$ cat src/cmp_ctrl_pkg.sv
// Package: register map, field positions and reset values of the comparator block
package cmp_ctrl_pkg;
   localparam logic [11:0] ctrl_offset = 12'h000;
   localparam logic [11:0] status_offset = 12'h004;
   localparam logic [11:0] mask_offset = 12'h008;
   localparam logic [11:0] mode_offset = 12'h00c;
   localparam logic [11:0] port_offset = 12'h010;
   localparam int sel_bit = 7;
   localparam int pwr_bit = 6;
   localparam int inv_bit = 5;
   localparam int res_bit = 4;
   localparam int path_bit = 3;
   localparam int edge_hi_bit = 2;
   localparam int edge_lo_bit = 1;
   localparam int hys_bit = 0;
   localparam logic [7:0] ctrl_reset = 8'h81;
   localparam logic [7:0] ctrl_wmask = 8'hef;
   localparam logic [1:0] edge_rise = 2'h0;
   localparam logic [1:0] edge_fall = 2'h1;
   localparam logic [1:0] mode_run = 2'h0;
   localparam logic [1:0] mode_idle = 2'h1;
   localparam logic [1:0] mode_sleep = 2'h2;
endpackage

$ cat src/cmp_sync.sv
// Two-flop synchroniser for the comparator core output
`timescale 1ns/100ps
`default_nettype none
module cmp_sync (
   input wire logic pclk,
   input wire logic presetn,
   input wire logic d,
   output logic q
);
   typedef struct packed {
      logic s1;
      logic s2;
   } sync_s;
   sync_s st_r;
   sync_s st_nxt;
   always_comb begin
      st_nxt.s1 = d;
      st_nxt.s2 = st_r.s1;
   end
   always_ff @(posedge pclk or negedge presetn) begin
      if (!presetn) begin
         st_r <= '0;
      end else begin
         st_r <= st_nxt;
      end
   end
   assign q = st_r.s2;
endmodule // cmp_sync
`default_nettype wire

$ cat src/analog_comparator_control.sv
// Comparator control register, edge interrupt, wake-up and pin muxing
// Notes on behaviour
// - Select bit hands two pins to comparator
// - Selected pins drop their pull-high resistors
// - Power bit switches comparator core on/off
// - Invert bit inverts the stored result
// - Result bit reads polarity-adjusted comparison
// - Clear path bit routes result to output pin
// - Edge field picks rising, falling or both
// - Hysteresis bit enables core feedback
// - Qualifying change sets flag; enable raises interrupt
// - Edges come from result bit, not pin
// - Flag set in sleep/idle wakes the device while the power bit is set
// - Enabled comparator stays on in sleep/idle
// - Shared pin reads give zero or port data while the select and power bits are both set
`timescale 1ns/100ps
`default_nettype none
module analog_comparator_control
   import cmp_ctrl_pkg::*;
(
   input wire logic pclk,
   input wire logic presetn,
   input wire logic psel,
   input wire logic penable,
   input wire logic pwrite,
   input wire logic [11:0] paddr,
   input wire logic [31:0] pwdata,
   input wire logic [3:0] pstrb,
   output logic [31:0] prdata,
   output logic pready,
   output logic pslverr,
   input wire logic core_out,
   input wire logic [1:0] pin_in,
   output logic core_power_on,
   output logic core_hysteresis_on,
   output logic [1:0] input_pins_connect,
   output logic [1:0] pull_high_allow,
   output logic result_output_pin,
   output logic result_output_pin_oe,
   output logic wake_up,
   output logic irq
);
   typedef struct packed {
      logic [7:0] ctrl;
      logic flag;
      logic mask;
      logic [1:0] mode;
      logic [1:0] port_ctl;
      logic [1:0] port_dat;
      logic [1:0] pull_en;
      logic res_prev;
      logic [31:0] rdata;
   } state_s;
   state_s st_r;
   state_s st_nxt;
   logic core_sync;
   logic result;
   logic rise;
   logic fall;
   logic edge_hit;
   logic wr;
   logic rd;
   logic sel_ok;
   logic [1:0] pin_s1_r;
   logic [1:0] pin_s2_r;

   cmp_sync u_sync (
      .pclk(pclk),
      .presetn(presetn),
      .d(core_out),
      .q(core_sync)
   );

   always_ff @(posedge pclk or negedge presetn) begin
      if (!presetn) begin
         pin_s1_r <= 2'h0;
         pin_s2_r <= 2'h0;
      end else begin
         pin_s1_r <= pin_in;
         pin_s2_r <= pin_s1_r;
      end
   end

   function automatic logic [7:0] merge8(input logic [7:0] old,
                                        input logic [7:0] nw,
                                        input logic en);
      merge8 = en ? nw : old;
   endfunction

   // Stored result, forced low while the core is off
   assign result = st_r.ctrl[pwr_bit] &
                   (core_sync ^ st_r.ctrl[inv_bit]);
   assign rise = result & ~st_r.res_prev;
   assign fall = ~result & st_r.res_prev;
   always_comb begin
      if (st_r.ctrl[edge_hi_bit]) begin
         edge_hit = rise | fall;
      end else if (st_r.ctrl[edge_hi_bit:edge_lo_bit] == edge_fall) begin
         edge_hit = fall;
      end else begin
         edge_hit = rise;
      end
   end

   assign sel_ok = paddr == ctrl_offset || paddr == status_offset ||
                   paddr == mask_offset || paddr == mode_offset ||
                   paddr == port_offset;
   assign wr = psel & penable & pwrite & sel_ok;
   assign rd = psel & ~penable & ~pwrite;

   always_comb begin
      st_nxt = st_r;
      st_nxt.res_prev = result;
      if (wr && pstrb[0]) begin
         unique case (paddr)
            ctrl_offset: st_nxt.ctrl = (pwdata[7:0] & ctrl_wmask) |
                                       (st_r.ctrl & ~ctrl_wmask);
            status_offset: st_nxt.flag = pwdata[0];
            mask_offset: st_nxt.mask = pwdata[0];
            mode_offset: st_nxt.mode = pwdata[1:0];
            port_offset: begin
               st_nxt.port_ctl = pwdata[1:0];
               st_nxt.port_dat = pwdata[3:2];
               st_nxt.pull_en = pwdata[5:4];
            end
            default: st_nxt.ctrl = merge8(st_r.ctrl, st_r.ctrl, 1'b0);
         endcase
      end
      st_nxt.ctrl[res_bit] = result;
      // Read of status clears the flag one cycle after setup
      if (psel && penable && !pwrite && paddr == status_offset) begin
         st_nxt.flag = 1'b0;
      end
      if (edge_hit) begin
         st_nxt.flag = 1'b1;
      end
      st_nxt.rdata = 32'h0;
      if (rd) begin
         unique case (paddr)
            ctrl_offset: st_nxt.rdata = {24'h0, st_r.ctrl};
            status_offset: st_nxt.rdata = {31'h0, st_r.flag};
            mask_offset: st_nxt.rdata = {31'h0, st_r.mask};
            mode_offset: st_nxt.rdata = {30'h0, st_r.mode};
            port_offset: begin
               if (st_r.ctrl[sel_bit] && st_r.ctrl[pwr_bit]) begin
                  st_nxt.rdata = {26'h0, st_r.pull_en,
                     st_r.port_dat & ~st_r.port_ctl,
                     st_r.port_ctl};
               end else begin
                  st_nxt.rdata = {26'h0, st_r.pull_en, pin_s2_r,
                     st_r.port_ctl};
               end
            end
            default: st_nxt.rdata = 32'h0;
         endcase
      end
   end

   always_ff @(posedge pclk or negedge presetn) begin
      if (!presetn) begin
         st_r <= '0;
         st_r.ctrl <= ctrl_reset;
      end else begin
         st_r <= st_nxt;
      end
   end

   assign prdata = st_r.rdata;
   assign pready = 1'b1;
   assign pslverr = psel & penable & ~sel_ok;
   // Core stays on in every mode while enabled
   assign core_power_on = st_r.ctrl[pwr_bit];
   assign core_hysteresis_on = st_r.ctrl[hys_bit];
   assign input_pins_connect = {2{st_r.ctrl[sel_bit]}};
   assign pull_high_allow = st_r.pull_en &
                            ~{2{st_r.ctrl[sel_bit]}};
   assign result_output_pin = st_r.ctrl[res_bit];
   assign result_output_pin_oe = ~st_r.ctrl[path_bit];
   assign wake_up = st_r.flag & st_r.ctrl[pwr_bit] &
                    (st_r.mode != mode_run);
   assign irq = st_r.flag & st_r.mask;

   a_pin_pull_off: assert property (@(posedge pclk) disable iff (!presetn)
      st_r.ctrl[sel_bit] |-> pull_high_allow == 2'h0)
      else $error("pull-high active on selected pins");
   a_rise_sets_flag: assert property (@(posedge pclk) disable iff (!presetn)
      (st_r.ctrl[2:1] == edge_rise && rise) |=> st_r.flag)
      else $error("rising edge did not set flag");
   a_fall_sets_flag: assert property (@(posedge pclk) disable iff (!presetn)
      (st_r.ctrl[2:1] == edge_fall && fall) |=> st_r.flag)
      else $error("falling edge did not set flag");
   a_flag_holds: assert property (@(posedge pclk) disable iff (!presetn)
      (st_r.flag && !psel) |=> st_r.flag)
      else $error("flag dropped without software");
   a_result_pol: assert property (@(posedge pclk) disable iff (!presetn)
      $rose(core_sync) && st_r.ctrl[pwr_bit] && !st_r.ctrl[inv_bit]
      && !$changed(st_r.ctrl[inv_bit])
      |=> ##1 st_r.ctrl[res_bit])
      else $error("result bit not following core");
   a_irq_mask: assert property (@(posedge pclk) disable iff (!presetn)
      irq == (st_r.flag && st_r.mask))
      else $error("irq mismatch");
   a_wake_sleep: assert property (@(posedge pclk) disable iff (!presetn)
      (st_r.mode == mode_sleep && st_r.flag && st_r.ctrl[pwr_bit])
      |-> wake_up)
      else $error("no wake-up");
   a_pin_drive: assert property (@(posedge pclk) disable iff (!presetn)
      st_r.ctrl[path_bit] |-> !result_output_pin_oe)
      else $error("pin driven in internal mode");
   a_unmapped_err: assert property (@(posedge pclk) disable iff (!presetn)
      (psel && penable && !sel_ok) |-> pslverr)
      else $error("no error on unmapped access");
endmodule // analog_comparator_control
`default_nettype wire

$ cat config.mk
export PLATFORM = sky130hd
export DESIGN_NAME = analog_comparator_control
export DESIGN_NICKNAME = d
export VERILOG_FILES = /design/src/cmp_ctrl_pkg.sv /design/src/cmp_sync.sv /design/src/analog_comparator_control.sv
export SDC_FILE = /design/constraint.sdc
export NUM_CORES = 1
export LEC_CHECK = 0
export BUFFER_PORTS_ARGS = -buffer_cell sky130_fd_sc_hd__buf_2
export CORE_ASPECT_RATIO = 1.1
export CORE_UTILIZATION = 40
export CTS_CLUSTER_DIAMETER = 50
export DETAILED_ROUTE_END_ITERATION = 16
export GPL_TIMING_DRIVEN = 1
export PLACE_DENSITY = 0.74
export SYNTH_ARGS = -nofsm -noshare
export SYNTH_HDL_FRONTEND = slang
export SYNTH_SLANG_ARGS = --single-unit
$ cat constraint.sdc
create_clock -name pclk -period 2.93 [get_ports pclk]
set_input_delay 0.293 -clock pclk [delete_from_list [all_inputs] [get_ports pclk]]
set_output_delay 0.293 -clock pclk [all_outputs]
set_load 0.01 [all_outputs]
# [After elaboration in Yosys (flattened, before gate mapping)]
# Cells that the tools add are included.
[word_totals] input_bits=56 regBits=56
[op_classes] n_mux=12 bitwise_logic=25 reduce_logical=19 n_eq_ne=5
[op_table] op="one-hot mux 8 bit (5 select lines)" count=1
[op_table] op="equality test 12 x 4 -> 1 bit (second input constant)" count=2
[op_table] op="AND 1 bit" count=12
[op_table] op="equality test 12 x 3 -> 1 bit (second input constant)" count=1
[op_table] op="equality test 12 x 5 -> 1 bit (second input constant)" count=1
[op_table] op="logical NOT 12 bit" count=1
[op_table] op="two-way mux 10 bit" count=1
[op_table] op="AND reduction 2 bit" count=5
[op_table] op="two-way mux 8 bit" count=1
[op_table] op="OR 8 x 5 -> 8 bit" count=1
[op_table] op="two-way mux 1 bit" count=6
[op_table] op="two-way mux 6 bit" count=1
[op_table] op="inverter 1 bit" count=6
[op_table] op="nonzero test 3 bit" count=2
[op_table] op="logical AND 1 bit" count=5
[op_table] op="AND 2 bit" count=2
[op_table] op="logical OR 1 bit" count=4
[op_table] op="two-way mux 4 bit" count=1
[op_table] op="inverter 2 bit" count=2
[op_table] op="equality test 2 x 1 -> 1 bit (second input constant)" count=1
[op_table] op="two-way mux 2 bit" count=1
[op_table] op="nonzero test 2 bit" count=1
[op_table] op="logical NOT 1 bit" count=1
[op_table] op="OR 1 bit" count=1
[op_table] op="bitwise XOR 1 bit" count=1

# [Longest topological paths before layout]
[logic_depth] depth_word=10 depth_mapped=7 depth_no_buf=7

# [Modules after synthesis]
# From an unflattened synthesis, not the netlist that was laid out.
[hier_totals] cells_unflattened=148 hier_area_um2=1677.9
[by_module_without_submodules] module="analog_comparator_control" seq_area_each_um2=753.2 n_inst=1 cells_per_inst=146 area_per_inst_um2=1627.8
[by_module_without_submodules] module="cmp_sync" seq_area_each_um2=50.0 n_inst=1 cells_per_inst=2 area_per_inst_um2=50.0

# [Worst setup path after synthesis]
# OpenSTA, ideal clock, no wires.
[synth_path] kind="in2reg" startpoint="in paddr[9]" endpoint="reg st_r[33] (netlist name)" path_slack_ps=1304 cell_stages=6 setup_ps=125 t_arrival_ps=1501 cell_sequence="nor4_2 > and3_1 > buf_6 > and4_4 > buf_8 > mux2_4"
[synth_between] elab_chain_len=8
[synth_rtl] element="start: declaration" line_no="analog_comparator_control.sv:26" text="input wire logic [11:0] paddr,"
[synth_rtl] element="equality test 12 x 3 -> 1 bit or logical NOT 12 bit (tied branches)" line_no="analog_comparator_control.sv:105" text="assign sel_ok = paddr == ctrl_offset || paddr == status_offset ||"
[synth_rtl] element="logical OR 1 bit (2 in a row)" line_no="analog_comparator_control.sv:105"
[synth_rtl] element="logical OR 1 bit (2 in a row)" line_no="analog_comparator_control.sv:106" text="paddr == mask_offset || paddr == mode_offset ||"
[synth_rtl] element="AND 1 bit" line_no="analog_comparator_control.sv:108" text="assign wr = psel & penable & pwrite & sel_ok;"
[synth_rtl] element="logical AND 1 bit" line_no="analog_comparator_control.sv:114" text="if (wr && pstrb[0]) begin"
[synth_rtl] element="AND reduction 2 bit (no line) *"
[synth_rtl] element="end signal: assignment" line_no="analog_comparator_control.sv:164" text="st_r <= st_nxt;"
[synth_rtl] element="end: declaration" line_no="analog_comparator_control.sv:54" text="state_s st_r;"
# Mark *: on every way between the ends. The rest lies on a longest branch, timed or not.
# A chain may end at the register's enable or synchronous reset.

# [Worst setup path after layout]
[layout_path] startpoint="in paddr[9]" endpoint="out pslverr"
[layout_between] elab_chain_len=7
[layout_rtl] element="equality test 12 x 3 -> 1 bit or logical NOT 12 bit (tied branches)" line_no="analog_comparator_control.sv:105"
[layout_rtl] element="logical OR 1 bit (2 in a row)" line_no="analog_comparator_control.sv:105"
[layout_rtl] element="logical OR 1 bit" line_no="analog_comparator_control.sv:106"
[layout_rtl] element="logical OR 1 bit *" line_no="analog_comparator_control.sv:106"
[layout_rtl] element="inverter 1 bit *" line_no="analog_comparator_control.sv:170" text="assign pslverr = psel & penable & ~sel_ok;"
[layout_rtl] element="AND 1 bit *" line_no="analog_comparator_control.sv:170"
[layout_rtl] element="end: declaration" line_no="analog_comparator_control.sv:31" text="output logic pslverr,"
# Marks and branches as above.

==> impl_metrics.tcl <==
set metrics [dict create \
    outcome "completed" \
    rr_endpoint "st_r[42]" \
    die_x_um 64.8 \
    peakVddDrop_v 0.000243 \
    crit_type "in2out" \
    rr_worst_depth 7 \
    dr.pass1.iters 4 \
    fin_crit_ns 1.64 \
    grt_util_met3_pct 4.35 \
    hold_ws_ns 0.0508 \
    cts.root.buffer_cell "clkbuf_8" \
    setup_tns_ns 0 \
    hold_path.class "in2async" \
    crit_path_end_kind "output pin" \
    grt_pass1_vias 1095 \
    seq_power_share_pct 48.5 \
    cts_tree "built" \
    dieArea_um2 4610 \
    post_cts_resized 0 \
    leakagePower_nw 1.04 \
    num_antenna_cells 0 \
    clock-sinks 32 \
    htreeDepth 2 \
    cp.arrival_ns 1.35 \
    hold_viol 0 \
    start_util_pct 42.8 \
    fin_crit_sh_pct 56.1 \
    max-slew-margin-rel_pct 53.8 \
    switching_power_w 0.000203 \
    drt-vias-per-instance 4.60 \
    clkTransAtPathRegs_ns 0.06 \
    synth.area.top_cells "dfrtp_1 (43%), buf_4 (15%), mux2_2 (7.8%)" \
    post-route-cell-area_um2 1940 \
    worstMarginPinSlew_ns 0.693 \
    drc_errors 0 \
    worst-r2r-setup-slack_ns 1.33 \
    busiest_layer "met2" \
    cp.required_ns 2.64 \
    worstPathMaxFanout 8 \
    reg2reg_from "st_r[48]" \
    detailed_place_hpwl_um 2160 \
    die_h_um 71.1 \
    syn_area_um2 1740 \
    gr-usage-met2_pct 23.3 \
    grt_max_degree 33 \
    core_area_um2 4050 \
    ys_ff_latch 32 \
    combPwrFrac_pct 6.8 \
    cts_made_buffers 5 \
    switching_share_pct 22.0 \
    layout-drive-gt1-share_pct 42.0 \
    grt_usage_pct 14.7 \
    yosysSeqAreaShare_pct 46.3 \
    p_per_area_nw_per_um2 476 \
    syn_avg_cell_area_um2 11.7 \
    drt-initial-drc-count 16 \
    via_count 1104 \
    io_pins 100 \
    clock_path_buffers 2 \
    intPower_w 0.000719 \
    drt.antenna.violating_nets 0 \
    finClkSkew_ns 0.00479 \
    rsz0062_at_grt "no" \
    rows 24 \
    ys_warn_count 0 \
    synth_cells 148 \
    drt_wl_total_um 2940 \
    synth_top_area_cell "dfrtp_1" \
    portBuffers 47 \
    finalNetCount 245 \
    setup_viol 0 \
    startpoint_type "primary input" \
    ys_types 36 \
    globalRouteMet1Util_pct 17.8 \
    gp_congestion 0.806 \
    synth_top_area_share_pct 43.3 \
    overflow 0 \
    maxCapViolCount 0 \
    p_clk_share_pct 44.6 \
    timing.fmax_mhz 608 \
    wire_per_inst_um 12.2 \
    antenna_found_initial 0 \
    grt_pass1_wl_um 5020 \
    worstSkewPairLatency_ns 0.28 \
    area.growth.synth_to_final_pct 11.6 \
    post-cts-setup-buffers 0 \
    slew_viol_final 0 \
    hold_buffers 0 \
    dpl_cell_area_um2 1830 \
]
-- cell type report --
type / instances / area (um2)
multi-input combinational: 98 / 714
sequential: 32 / 803
clock buffer: 6 / 72.6
timing repair buffer: 47 / 235
tap: 52 / 65.1
clock inverter: 2 / 35.0
inverter: 3 / 11.3
fill: 398 / 2120
-- through the flow --
stage	util (%)	setup WS [ns]	instances	total power, W
2_1_floorplan	-	1.30	171	0.000509
3_3_place_gp	45.1	1.05	232	0.000519
3_5_place_dp	45.1	1.02	232	0.000520
4_1_cts	47.8	1.28	240	0.000932
5_1_grt	47.8	1.22	240	0.000970
6_report	47.8	1.29	240	0.000922
-- routing by layer --
| metal | wire length [um] | up-vias |
|---|---|---|
| met1 | 1240 | 525 |
| met5 | 0 | - |
| met3 | 192 | 7 |
| met4 | 64 | 0 |
| met2 | 1440 | 47 |
| li1 | - | 525 |
-- cell usage after synthesis --
library cell  number
nor3_1             1
conb_1             2
nand4_1            2
nand2_1            5
mux2_2            12
nor2_1             7
o211a_1            1
nor4b_2            1
ha_1               2
clkbuf_1           1
nand4b_4           1
and3_1             1
nor3b_1            5
nand3b_1           1
nor2b_1            4
o211ai_1           1
buf_8              1
nor4_2             1
and2_1             1
o41ai_1            1
buf_6              1
xor2_1             1
mux2i_1            2
buf_4             35
and4_4             1
a21oi_1            5
and4_1             1
nand2b_1           1
o21ai_0            2
dfstp_2            2
mux2_4             6
inv_1              3
dfrtp_1           30
mux4_2             1
nand3_1            4
a211oi_1           2
-- layout by cell type (no fill, tap or decap), drive strengths merged, types with 5 or more instances in the layout --
master	synthesis	routed
buf	37	47
dfrtp	30	30
conb	2	25
mux2	18	18
nor2	7	7
clkbuf	1	6
nor3b	5	5
nand2	5	5
a21oi	5	5
-- kinds of logic after synthesis --
logic type | synth area share [%]
AO/OA/AOI/OAI | 4.40
multiplexers | 15.4
flip-flops | 46.3
AND/OR/NAND/NOR | 14.0
buffers and inverters | 17.5
adder cells (fa/ha/maj) | 1.44
other | 0.433
XOR/XNOR | 0.505
-- flip-flops by register name, summed over array words and instances (netlist names) --
signal              count
prdata                  8
pin_s2_r                2
pin_s1_r                2
core_power_on           1
result_output_pin       1
u_sync.st_nxt           1
st_r                   14
core_hysteresis_on      1
u_sync.q                1
input_pins_connect      1
-- critical path, stage by stage --
cell     delay, ns
buf_2         0.10
nor4_2        0.30
and3_1        0.40
a21oi_1       0.10
buf_2         0.15
-- power by group through the flow --
stage	combinational (W)	sequential [W]	clock, W
5_1_grt	0.0000720	0.000448	0.000450
6_report	0.0000632	0.000448	0.000411
2_1_floorplan	0.0000533	0.000456	0
4_1_cts	0.0000641	0.000448	0.000420
3_5_place_dp	0.0000639	0.000456	0
3_3_place_gp	0.0000633	0.000456	0
-- worst max path at each step --
stage | start | end | slack, ns | cells after the start
2_1_floorplan | paddr[9] | st_r[33] | 1.30 | 6
3_3_place_gp | paddr[9] | st_r[36] | 1.05 | 5
3_5_place_dp | paddr[9] | st_r[37] | 1.02 | 5
4_1_cts | paddr[9] | pslverr | 1.28 | 5
5_1_grt | paddr[9] | pslverr | 1.22 | 5
6_report | paddr[9] | pslverr | 1.29 | 5
Note: power is estimated with default switching activity, not from simulation.
